### src/design/cwff_pkg.sv
package cwff_pkg;

  localparam int unsigned CWFF_ADDR_W = 7;
  localparam int unsigned CWFF_DATA_W = 8;
  localparam int unsigned CWFF_ID_W = 29;
  localparam int unsigned CWFF_DLC_W = 4;

  // Register addresses on the serial port
  localparam logic [6:0] CWFF_ADDR_WAKE_ID_MID_HIGH = 7'h24;
  localparam logic [6:0] CWFF_ADDR_WAKE_ID_MID_LOW = 7'h25;
  localparam logic [6:0] CWFF_ADDR_WAKE_ID_LOW_FLAGS = 7'h26;
  localparam logic [6:0] CWFF_ADDR_WAKE_MASK_TOP = 7'h27;
  localparam logic [6:0] CWFF_ADDR_WAKE_MASK_MID_HIGH = 7'h28;
  localparam logic [6:0] CWFF_ADDR_WAKE_MASK_MID_LOW = 7'h29;
  localparam logic [6:0] CWFF_ADDR_WAKE_MASK_LOW = 7'h2a;
  localparam logic [6:0] CWFF_ADDR_WAKE_LENGTH_CODE = 7'h2b;

  // Field positions in the low identifier, low mask and length code registers
  localparam int unsigned CWFF_POS_ID_LOW_MSB = 6;
  localparam int unsigned CWFF_POS_ID_LOW_LSB = 2;
  localparam int unsigned CWFF_POS_RTR = 1;
  localparam int unsigned CWFF_POS_IDE = 0;
  localparam int unsigned CWFF_POS_DLC_MSB = 3;

  // Standard identifiers sit in identifier bits 28 down to 18
  localparam logic [28:0] CWFF_STD_ID_FIELD = 29'h1ffc0000;

  localparam logic [7:0] CWFF_RST_BYTE = 8'h00;
  localparam logic [7:0] CWFF_READ_UNMAPPED = 8'h00;

  typedef struct packed {
    logic [7:0] id_top;
    logic [7:0] id_mid_high;
    logic [7:0] id_mid_low;
    logic [4:0] id_low;
    logic rtr;
    logic ide;
    logic [7:0] mask_top;
    logic [7:0] mask_mid_high;
    logic [7:0] mask_mid_low;
    logic [4:0] mask_low;
    logic [3:0] dlc;
  } cwff_cfg_t;

  typedef struct packed {
    logic [28:0] id;
    logic ide;
    logic rtr;
    logic [3:0] dlc;
  } cwff_frame_t;

endpackage : cwff_pkg

### src/design/cwff_match.sv
module cwff_match
  import cwff_pkg::*;
(
  input wire logic clk,
  input wire logic rst_n,
  input wire logic enable,
  input cwff_cfg_t cfg,
  input wire logic frame_valid,
  input cwff_frame_t frame,
  output logic match
);

  typedef struct packed {
    logic match;
  } cwff_match_state_t;

  cwff_match_state_t s_q;
  cwff_match_state_t s_d;
  logic [28:0] cfg_id;
  logic [28:0] cfg_mask;
  logic id_ok;

  always_comb begin
    cfg_id = {cfg.id_top, cfg.id_mid_high, cfg.id_mid_low, cfg.id_low};
    cfg_mask = {cfg.mask_top, cfg.mask_mid_high, cfg.mask_mid_low, cfg.mask_low};
    // Standard frames carry no extension bits, so only 28..18 take part
    if (!cfg.ide) begin
      cfg_mask = cfg_mask & CWFF_STD_ID_FIELD;
    end
    id_ok = ((frame.id ^ cfg_id) & cfg_mask) == 29'h00000000;
    s_d = s_q;
    // Remote frames are expected to be refused by config, but the flag is still compared
    s_d.match = enable && frame_valid && id_ok && (frame.ide == cfg.ide)
      && (frame.rtr == cfg.rtr) && (frame.dlc == cfg.dlc);
  end

  always_ff @(posedge clk or negedge rst_n) begin
    if (!rst_n) begin
      s_q <= '0;
    end else begin
      s_q <= s_d;
    end
  end

  assign match = s_q.match;

endmodule : cwff_match

### src/design/cwff_top.sv
// How it works
// - Register at 0x24 holds wake identifier bits 20..13, all eight bits writable.
// - Register at 0x25 holds wake identifier bits 12..5, all eight bits writable.
// - Identifier bits 4..0 live in bits 6..2 of register 0x26.
// - Bit 1 of 0x26 is expected remote flag: 0 data, 1 remote.
// - Bit 0 of 0x26 selects standard 11-bit or extended 29-bit identifier.
// - Mask bit one compares that identifier bit; zero ignores it.
// - Mask registers 0x27, 0x28, 0x29 cover identifier bits 28..21, 20..13, 12..5.
// - Mask bits 4..0 sit in 0x2a bits 6..2; other bits reserved.
// - Reserved bits ignore writes and always read back zero.
// - Register 0x2b holds a four-bit length code in bits 3..0.
// - Received length code must equal configured code in all four bits.
// - Power-on and soft reset clear all registers; restart leaves them alone.
// - Standard identifiers are placed and compared in identifier bits 28..18.
// - Config-valid flag clears on wake, match, power-on, soft reset, or any configuration write.
module cwff_top
  import cwff_pkg::*;
(
  input wire logic MCLK,
  input wire logic RST_N,
  input wire logic SOFT_RST,
  input wire logic [6:0] REG_ADDR,
  input wire logic REG_WR,
  input wire logic REG_RD,
  input wire logic [7:0] REG_WDATA,
  output logic [7:0] REG_RDATA,
  input wire logic [7:0] CFG_ID_TOP,
  input wire logic CFG_VALID_SET,
  input wire logic WAKE_EVENT,
  output logic CONFIG_VALID_FLAG,
  input wire logic FRAME_VALID,
  input wire logic [28:0] FRAME_ID,
  input wire logic FRAME_IDE,
  input wire logic FRAME_RTR,
  input wire logic [3:0] FRAME_DLC,
  output logic WAKE_MATCH
);

  typedef struct packed {
    cwff_cfg_t cfg;
    logic cfg_valid;
    logic [7:0] rdata;
  } cwff_state_t;

  cwff_state_t s_q;
  cwff_state_t s_d;
  cwff_cfg_t cfg_live;
  cwff_frame_t frame;
  logic match;
  logic cfg_write;

  function automatic logic [7:0] read_reg(input logic [6:0] addr, input cwff_cfg_t c);
    logic [7:0] v;
    v = CWFF_READ_UNMAPPED;
    if (addr == CWFF_ADDR_WAKE_ID_MID_HIGH) begin
      v = c.id_mid_high;
    end else if (addr == CWFF_ADDR_WAKE_ID_MID_LOW) begin
      v = c.id_mid_low;
    end else if (addr == CWFF_ADDR_WAKE_ID_LOW_FLAGS) begin
      v = {1'b0, c.id_low, c.rtr, c.ide};
    end else if (addr == CWFF_ADDR_WAKE_MASK_TOP) begin
      v = c.mask_top;
    end else if (addr == CWFF_ADDR_WAKE_MASK_MID_HIGH) begin
      v = c.mask_mid_high;
    end else if (addr == CWFF_ADDR_WAKE_MASK_MID_LOW) begin
      v = c.mask_mid_low;
    end else if (addr == CWFF_ADDR_WAKE_MASK_LOW) begin
      v = {1'b0, c.mask_low, 2'b00};
    end else if (addr == CWFF_ADDR_WAKE_LENGTH_CODE) begin
      v = {4'h0, c.dlc};
    end
    return v;
  endfunction : read_reg

  function automatic logic in_block(input logic [6:0] addr);
    return (addr >= CWFF_ADDR_WAKE_ID_MID_HIGH) && (addr <= CWFF_ADDR_WAKE_LENGTH_CODE);
  endfunction : in_block

  assign cfg_write = REG_WR && in_block(REG_ADDR);

  always_comb begin
    s_d = s_q;
    s_d.cfg.id_top = CFG_ID_TOP;
    if (REG_WR) begin
      if (REG_ADDR == CWFF_ADDR_WAKE_ID_MID_HIGH) begin
        s_d.cfg.id_mid_high = REG_WDATA;
      end else if (REG_ADDR == CWFF_ADDR_WAKE_ID_MID_LOW) begin
        s_d.cfg.id_mid_low = REG_WDATA;
      end else if (REG_ADDR == CWFF_ADDR_WAKE_ID_LOW_FLAGS) begin
        s_d.cfg.id_low = REG_WDATA[CWFF_POS_ID_LOW_MSB:CWFF_POS_ID_LOW_LSB];
        s_d.cfg.rtr = REG_WDATA[CWFF_POS_RTR];
        s_d.cfg.ide = REG_WDATA[CWFF_POS_IDE];
      end else if (REG_ADDR == CWFF_ADDR_WAKE_MASK_TOP) begin
        s_d.cfg.mask_top = REG_WDATA;
      end else if (REG_ADDR == CWFF_ADDR_WAKE_MASK_MID_HIGH) begin
        s_d.cfg.mask_mid_high = REG_WDATA;
      end else if (REG_ADDR == CWFF_ADDR_WAKE_MASK_MID_LOW) begin
        s_d.cfg.mask_mid_low = REG_WDATA;
      end else if (REG_ADDR == CWFF_ADDR_WAKE_MASK_LOW) begin
        s_d.cfg.mask_low = REG_WDATA[CWFF_POS_ID_LOW_MSB:CWFF_POS_ID_LOW_LSB];
      end else if (REG_ADDR == CWFF_ADDR_WAKE_LENGTH_CODE) begin
        s_d.cfg.dlc = REG_WDATA[CWFF_POS_DLC_MSB:0];
      end
    end
    if (REG_RD) begin
      s_d.rdata = read_reg(REG_ADDR, s_q.cfg);
    end
    // Clearing wins over a set in the same cycle: a stale config must never look valid
    if (CFG_VALID_SET) begin
      s_d.cfg_valid = 1'b1;
    end
    if (cfg_write || match || WAKE_EVENT) begin
      s_d.cfg_valid = 1'b0;
    end
    if (SOFT_RST) begin
      s_d.cfg = '0;
      s_d.cfg.id_top = CFG_ID_TOP;
      s_d.cfg_valid = 1'b0;
      s_d.rdata = CWFF_RST_BYTE;
    end
  end

  always_ff @(posedge MCLK or negedge RST_N) begin
    if (!RST_N) begin
      s_q <= '0;
    end else begin
      s_q <= s_d;
    end
  end

  // The top identifier byte is owned elsewhere; it is used live, not from the copy registered in s_q
  always_comb begin
    cfg_live = s_q.cfg;
    cfg_live.id_top = CFG_ID_TOP;
    frame.id = FRAME_ID;
    frame.ide = FRAME_IDE;
    frame.rtr = FRAME_RTR;
    frame.dlc = FRAME_DLC;
  end

  cwff_match u_match (
    .clk(MCLK),
    .rst_n(RST_N),
    .enable(s_q.cfg_valid),
    .cfg(cfg_live),
    .frame_valid(FRAME_VALID),
    .frame(frame),
    .match(match)
  );

  assign REG_RDATA = s_q.rdata;
  assign CONFIG_VALID_FLAG = s_q.cfg_valid;
  assign WAKE_MATCH = match;

endmodule : cwff_top

### config.mk
export PLATFORM = sky130hd
export DESIGN_NAME = cwff_top
export DESIGN_NICKNAME = d
export VERILOG_FILES = /design/src/design/cwff_pkg.sv /design/src/design/cwff_match.sv /design/src/design/cwff_top.sv
export SDC_FILE = /design/constraint.sdc
export NUM_CORES = 1
export LEC_CHECK = 0
export BUFFER_PORTS_ARGS = -buffer_cell sky130_fd_sc_hd__buf_2
export CORE_ASPECT_RATIO = 0.7
export CORE_MARGIN = 5
export CORE_UTILIZATION = 59
export DETAILED_ROUTE_END_ITERATION = 10
export PLACE_DENSITY = 0.9
export SLEW_MARGIN = 20
export SYNTH_ARGS = -nofsm -noshare
export SYNTH_HDL_FRONTEND = slang
export SYNTH_SLANG_ARGS = --single-unit
### constraint.sdc
create_clock -name MCLK -period 2.5 [get_ports MCLK]
set_input_delay 0.125 -clock MCLK [delete_from_list [all_inputs] [get_ports MCLK]]
set_output_delay 0.125 -clock MCLK [all_outputs]
set_load 0.02 [all_outputs]
==> reports/metrics.csv, run 1 <==
stage;metric;value;unit
outcome;outcome;finished clean;
logic_synthesis;post-synthesis cell count;381;
placement;gpl congestion;0.965;
sta;worst hold slack;0.0513;ns
logic_synthesis;Netlist cell types;50;
sta;Clock Skews;0.00795;ns
logic_synthesis;synthesized cell area;3620;sq um
cells_and_area;antenna diode count;0;
floorplan;die footprint;7830;sq um
cts;post-cts sizing count;0;
routing;via/cell ratio;6.43;
power;Max rail drop VDD;390;uV
cts;Reg clk slew, reported paths;0.07;ns
logic_synthesis;Post-Synth XOR/XNOR Area;8.47;%
cts;later-pin clock latency in the skew report;0.36;ns
hold_path;hold path cells;4;
routing;post-route ant nets;0;
worst_setup_path;CP Capture Type;flip-flop;
logic_synthesis;mux share of post-synthesis cell area;3.80;%
routing;1st-iter DRT viols;415;
worst_setup_path;CP max stage cell;dfrtp_1;
cells_and_area;FILL cells;458;
floorplan;Cell Rows;23;
routing;TritonRoute pass-1 iters;6;
global_routing;number of global-route vias before repair;3216;
hold_path;Worst Hold Path EP;CONFIG_VALID_FLAG$_DFFE_PN0P_;
floorplan;Starting Density;62.0;%
global_routing;global-route wire length before repair;17.0;mm
sta;maximum clock frequency;0.559;GHz
cells_and_area;layout cells sized above 1;23.7;%
cells_and_area;register area;1650;sq um
logic_synthesis;Synth warnings;0;
logic_synthesis;top cells by area, synth;dfrtp_1, o21ai_0, nand2_1;
hold_path;Hold WC Path Type;in -> reg;
cells_and_area;final cell count without fillers;534;
worst_setup_path;Critical Path Start Type;flip-flop;
sta;worst setup margin;0.712;ns
logic_synthesis;predominant post-synthesis flop cell;dfrtp_1;
logic_synthesis;Post-Synth Simple-Gate Area;15.8;%
cts;Post-CTS Setup Bufs;0;
sta;Worst Tran Pin Value;1.03;ns
cts;CTS tree;yes;
power;Leak;1.92;nW
sta;fin. max-slew vios;0;
cts;Max clock buf depth;2;
logic_synthesis;Post-synth ARST share;100;%
worst_setup_path;setup slack, reg-to-reg;0.71;ns
cells_and_area;fin nets;521;
hold_path;hold path start;WAKE_EVENT;
logic_synthesis;compound-cell area share of the yosys netlist;22.9;%
floorplan;top-level port count;76;
global_routing;GRT Total Usage;28.3;%
logic_synthesis;Syn Area/Cell;9.50;sq um
cts;Num Clock Sinks;66;
worst_setup_path;Max stage delay on crit path;0.45;ns
cts;number of hold buffers added after cts;1;
routing;WL final;11.0;mm
logic_synthesis;Synth Net Count;447;
sta;Rel. slew slack;31.4;%
worst_setup_path;CP Max Fanout;4;
logic_synthesis;Post-synth EDFFs;0;
cells_and_area;area grow syn2layout;16.3;%
worst_setup_path;R2R Path End;u_match.match$_DFF_PN0_;
logic_synthesis;largest family of logic cells by synthesized area;compound AO/OA/AOI/OAI gates;
worst_setup_path;WP data required;2.72;ns
sta;Final period util;71.5;%
logic_synthesis;top cells by count, synth;nand2_1, dfrtp_1, o21ai_0;
placement;post-DP HPWL;8.06;mm
sta;Setup-failing EPs final;0;
routing;DRC viols;0;
cts;# H-tree levels;3;
cts;CTS root buf;clkbuf_8;
global_routing;largest net degree at the start of global routing;27;
placement;post-placement cell count;518;
logic_synthesis;area leader, netlist;dfrtp_1;
global_routing;initial antenna violation count;0;
sta;RSZ-0062 raised after global routing;false;
power;power density over the cells;579;nW/um^2
cells_and_area;area occupied by multi-input gates;1850;sq um
sta;min Tclk post-route;1.79;ns
floorplan;Chip Width;104;um
sta;setup TNS;0;ns
logic_synthesis;register area share after synthesis;45.6;%
worst_setup_path;worst r2r src;cfg_live[37]$_DFFE_PN0P_;
logic_synthesis;cell with the most instances after synthesis;nand2_1;
cells_and_area;Util after Layout;72.1;%
placement;IO Port Bufs;75;
worst_setup_path;FF-to-FF path depth;5;
logic_synthesis;share of the synthesized area in the top cell type;45.6;%
routing;total number of vias;3432;
worst_setup_path;critical path, cell by cell;xor2_1, a22o_1, a221oi_1, nand4_1, a2111oi_0;
placement;dpl ws;0.391;ns
logic_synthesis;Seq cells post-synth;66;
floorplan;Core ar.;5840;sq um
run;Max Cap Violations;0;
sta;final hold vios;0;
global_routing;gr ovfl total;0;
worst_setup_path;critical path arrival;2.01;ns
worst_setup_path;Setup CP Type;reg -> reg;
routing;Routed wire per std cell;20.5;um
cts;CTS Buf Count;9;
floorplan;Die Height;75.5;um
logic_synthesis;fraction of the mapped netlist area in adder cells;0;%
==> worst max-delay path by stage <==
stage | startpoint | endpoint | slack [ns] | cells past startpoint
final | cfg_live[37]$_DFFE_PN0P_ | u_match.match$_DFF_PN0_ | 0.71 | 5
after global placement | REG_ADDR[0] | cfg_live[52]$_DFFE_PN0P_ | 0.50 | 5
after floorplan | cfg_live[37]$_DFFE_PN0P_ | u_match.match$_DFF_PN0_ | 0.96 | 5
after global routing | cfg_live[37]$_DFFE_PN0P_ | u_match.match$_DFF_PN0_ | 0.55 | 5
after detailed placement | REG_ADDR[0] | cfg_live[22]$_DFFE_PN0P_ | 0.39 | 4
after CTS | cfg_live[37]$_DFFE_PN0P_ | u_match.match$_DFF_PN0_ | 0.72 | 5
==> final cells by class <==
type | instances | share of cell area, %
Multi-Input combinational cell | 293 | 43.9
Sequential cell | 66 | 39.2
Timing Repair Buffer | 83 | 10.4
Clock buffer | 13 | 3.77
Tap cell | 75 | 2.23
Clock inverter | 2 | 0.297
Inverter | 2 | 0.178
==> stage by stage <==
stage                     instance area [sq um]  power [W]
final                                      4210    0.00244
after CTS                                  4210    0.00243
after global placement                     4030    0.00162
after detailed placement                   4030    0.00164
after global routing                       4210    0.00253
after floorplan                            3620    0.00146
==> placed cells by master, fill, tap and decap left out, types with 3 or more instances in the layout <==
master and n:
nor2b_1 4, xor2_1 31, o2bb2ai_1 7, buf_2 75
nor2_1 7, nand2_1 74, a21oi_1 16, dfrtp_1 66
a22oi_1 10, o21ai_0 59, buf_4 7, a31oi_1 5
xnor2_1 4, a221oi_1 4, a311oi_1 3, mux2i_1 7
a22o_1 4, clkbuf_8 11, and3_1 5, nand2b_1 13
==> per-layer routing <==
layer / up-vias / global-route usage (%) / routed length (um)
met5: - / 0 / 0
met2: 257 / 42.4 / 4590
met1: 1605 / 39.8 / 4580
met4: 0 / 8.73 / 350
met3: 48 / 9.14 / 1450
li1: 1522 / - / -
==> registers in the layout (all words and copies together) (netlist names) <==
register and flops:
REG_RDATA 8, cfg_live 56, u_match.match 1, CONFIG_VALID_FLAG 1
==> report_power, final <==
group | leakage, nW | total [W] | internal, W | switching (W)
clock | 0.0855 | 0.000803 | 0.000407 | 0.000396
combinational | 0.970 | 0.000407 | 0.000164 | 0.000243
sequential | 0.865 | 0.00123 | 0.00114 | 0.0000836
==> critical path: cells and delay by family (launching register included) <==
kind             cells  cell delay (ns)
AO/OA/AOI/OAI        3             0.86
flip-flops           1             0.45
XOR/XNOR             1             0.20
AND/OR/NAND/NOR      1             0.15
==> kinds of logic (layout without fill, tap and decap cells) <==
family,count (synthesis),in the layout
AOI/OAI and AO/OA,127,127
xor gates and xnor gates,35,35
buffers and inverters,22,100
DFF,66,66
muxes,11,11
and+or+nand+nor,120,120
No activity file was read; power rests on OpenSTA's default activity.
==> run 2, diff against run 1 <==
ABC_AREA = 1   (was default)
CORE_UTILIZATION = 50   (was 59)
PLACE_DENSITY = 0.82   (was 0.9)
clock period = 1.45 ns   (was 2.5 ns; I/O delays follow)
==> run 2 against run 1 <==
  * Utilization decreased by 8.8 points
  * Highest routed layer unchanged
  * Cell area increased by 9.9%
  * Critical endpoint unchanged
  * Synthesized cell count increased by 26%
  * Critical path depth increased by 3
  * Total power increased by 94%
  * Register-to-register slack got worse by 0.64 ns
  * Die area increased by 20%
  * Critical path type unchanged
  * Area after synthesis increased by 4.0%
  * Sequential power increased by 76%
  * First-iteration DRC count increased by 8.2%
  * Cell count increased by 28%
==> reports/metrics.csv, run 2 <==
stage;metric;value;unit;change
logic_synthesis;share of the synthesized area in the top cell type;43.9;%;-1.7 points
routing;WL final;12.2;mm;+11%
cells_and_area;FILL cells;642;;+40%
placement;post-place instance area;4320;sq um;+7.3%
routing;total number of vias;3819;;+11%
cts;later-pin clock latency in the skew report;0.35;ns;about the same
worst_setup_path;CP max stage cell;dfrtp_1;;
global_routing;largest net degree at the start of global routing;67;;+150%
cells_and_area;layout cells sized above 1;27.3;%;+3.5 points
power;power density over the cells;1020;nW/um^2;+76%
run;Max Cap Violations;0;;unchanged
global_routing;number of global-route vias before repair;3538;;+10%
power;Max rail drop VDD;632;uV;+62%
logic_synthesis;top cells by area, synth;dfrtp_1, nand2_1, o21ai_0;;
cts;CTS tree;yes;;
worst_setup_path;crit path from;cfg_live[35]$_DFFE_PN0P_;;
cells_and_area;final instance area;4630;sq um;+9.9%
sta;fin. max-slew vios;0;;unchanged
worst_setup_path;CP dominant cell by count;nor2_2;;
floorplan;Starting Density;51.4;%;-11 points
worst_setup_path;worst r2r src;cfg_live[35]$_DFFE_PN0P_;;
routing;post-route ant nets;0;;unchanged
logic_synthesis;Seq cells post-synth;66;;unchanged
floorplan;Core ar.;7320;sq um;+25%
worst_setup_path;Max stage delay on crit path;0.38;ns;-0.07 ns
logic_synthesis;register area share after synthesis;43.9;%;-1.7 points
worst_setup_path;critical path, cell by cell;or2_4, nand3_2, nand2_2, nor2_2, nand3b_1, nor2_2, a21oi_2, nor2_1;;
cts;Max clock buf depth;2;;unchanged
sta;min Tclk post-route;1.38;ns;-0.408 ns
global_routing;gr ovfl total;0;;unchanged
sta;Worst Tran Pin Value;0.574;ns;-0.454 ns
logic_synthesis;predominant post-synthesis flop cell;dfrtp_1;;
sta;Rel. slew slack;61.6;%;+30 points
cells_and_area;most frequent cells in the layout;nand2_1, buf_2, dfrtp_1;;
power;Pwr Total;0.00473;W;+94%
floorplan;Chip Width;114;um;+9.7%
sta;Clock Skews;0.00998;ns;+0.00204 ns
worst_setup_path;CP Capture Type;flip-flop;;
logic_synthesis;area leader, netlist;dfrtp_1;;
cells_and_area;area grow syn2layout;22.9;%;
cts;Reg clk slew, reported paths;0.08;ns;about the same
hold_path;hold path cells;4;;unchanged
placement;gpl congestion;0.950;;-1.6%
worst_setup_path;WP data required;1.73;ns;-0.99 ns
worst_setup_path;Setup CP Type;reg -> reg;;
logic_synthesis;Synth Net Count;547;;+22%
global_routing;global-route wire length before repair;19.1;mm;+12%
sta;Setup-failing EPs final;0;;unchanged
power;Leak;2.29;nW;+19%
routing;DRC viols;0;;unchanged
floorplan;Die Height;82.6;um;+9.3%
worst_setup_path;CP Max Fanout;2;;-2
logic_synthesis;top cells by count, synth;nand2_1, dfrtp_1, o21ai_0;;
floorplan;top-level port count;76;;unchanged
placement;IO Port Bufs;75;;unchanged
worst_setup_path;Critical Path Start Type;flip-flop;;
cells_and_area;area occupied by multi-input gates;1920;sq um;+4.1%
logic_synthesis;Netlist cell types;42;;-16%
sta;setup TNS;0;ns;unchanged
routing;via/cell ratio;5.61;;-13%
sta;Final period util;95.2;%;+24 points
cells_and_area;Util after Layout;63.2;%;-8.8 points
hold_path;hold path start;WAKE_EVENT;;
worst_setup_path;FF-to-FF path depth;8;;+3
cells_and_area;max FFs per register;56;;unchanged
logic_synthesis;synthesized cell area;3760;sq um;+4.0%
outcome;outcome;finished clean;;
placement;post-placement cell count;660;;+27%
worst_setup_path;Crit path buffers/inverters;0;;unchanged
worst_setup_path;critical path arrival;1.66;ns;-0.35 ns
cells_and_area;register area;1650;sq um;unchanged
placement;post-DP HPWL;9.24;mm;+15%
logic_synthesis;Post-synth EDFFs;0;;unchanged
cells_and_area;antenna diode count;0;;unchanged
routing;TritonRoute pass-1 iters;5;;-1
cts;Num Clock Sinks;66;;unchanged
cells_and_area;most common cell after layout, fill and taps aside;nand2_1;;
cts;# H-tree levels;3;;unchanged
logic_synthesis;Post-synth ARST share;100;%;unchanged
cts;CTS Buf Count;9;;unchanged
routing;1st-iter DRT viols;449;;+8.2%
sta;final hold vios;0;;unchanged
floorplan;Cell Rows;26;;+13%
cts;CTS root buf;clkbuf_8;;
sta;RSZ-0062 raised after global routing;true;;
logic_synthesis;post-synthesis cell count;481;;+26%
cells_and_area;final cell count without fillers;681;;+28%
sta;maximum clock frequency;0.725;GHz;+30%
logic_synthesis;Syn Area/Cell;7.83;sq um;-18%
floorplan;die footprint;9390;sq um;+20%
cells_and_area;fin nets;644;;+24%
routing;Routed wire per std cell;17.9;um;-13%
global_routing;GRT Total Usage;27.0;%;-1.3 points
hold_path;Hold WC Path Type;in -> reg;;
global_routing;initial antenna violation count;0;;unchanged
logic_synthesis;Synth warnings;0;;unchanged
worst_setup_path;CP Depth;8;;+3
logic_synthesis;cell with the most instances after synthesis;nand2_1;;
worst_setup_path;critical path's top delay family;simple AND/OR/NAND/NOR gates;;
[run 2: cell types whose count changed after synthesis, sizes merged, moves of 6 or more]
cell     change
buf          -7
o21ai       +27
o2bb2ai      -7
a21oi       +11
or2          +7
nand2       +68
mux2i        -7
xor2        -29
inv         +35
nand3       +11
a22oi       -10
nand2b      -13
and3         -6
nor2        +45
[run 2: final timing paths]
path | slack, ns | endpoint
setup / recovery | 0.07 | u_match.match$_DFF_PN0_
hold / removal | 0.03 | CONFIG_VALID_FLAG$_DFFE_PN0P_
setup reg to reg | 0.07 | u_match.match$_DFF_PN0_
hold reg to reg | 0.49 | cfg_live[24]$_DFFE_PN0P_
max in group asynchronous | 0.89 | cfg_live[40]$_DFFE_PN0P_
min in group asynchronous | 0.26 | cfg_live[55]$_DFFE_PN0P_
[run 2: logic make-up after synthesis]
family                    Yosys count  share of synthesized area, %
and+or+nand+nor                   225                          27.0
buffers and inverters              46                          6.02
AOI/OAI and AO/OA                 139                          21.9
xor gates and xnor gates            5                          1.16
DFF                                66                          43.9
[run 2: power breakdown]
part           internal, W  switching [W]
sequential         0.00201       0.000158
combinational     0.000335       0.000520
clock             0.000963       0.000744
[run 2: cell type report]
class | instances | share of cell area, %
multi-input combinational | 369 | 41.6
sequential | 66 | 35.7
timing repair buffer | 95 | 12.3
inverter | 37 | 3.11
clock buffer | 9 | 2.68
tap | 98 | 2.65
clock inverter | 7 | 2.03
[run 2: per-layer routing]
metal,track usage (%),wire length [um],up-vias
met5,0,0,-
met4,7.56,342,0
li1,-,-,1800
met1,39.3,5450,1792
met2,39.8,5110,198
met3,7.36,1280,29
[run 2: through the flow]
stage	hold WS, ns	setup WS [ns]
after global placement	0.115	-0.0396
after detailed placement	0.118	-0.0337
after floorplan	-0.223	0.187
final	0.0328	0.0700
after CTS	0.0180	0.00779
after global routing	0.0358	-0.0451
[run 2: worst reg2reg max path, cell delays in order, from the launching register on]
cell and delay (ns):
dfrtp_1 0.38, or2_4 0.25, nand3_2 0.06, nand2_2 0.06, nor2_2 0.08, nand3b_1 0.09
nor2_2 0.16, a21oi_2 0.09, nor2_1 0.12
[run 2: timing repair]
| action | 4_1_cts | 5_1_grt |
|---|---|---|
| resized for setup | 0 | 14 |
| pin swaps | 0 | 6 |
| hold buffers | 2 | 0 |
| setup buffers | 1 | 2 |
| endpoints found under the hold margin | 67 | 0 |
| setup endpoints to repair | 1 | 5 |
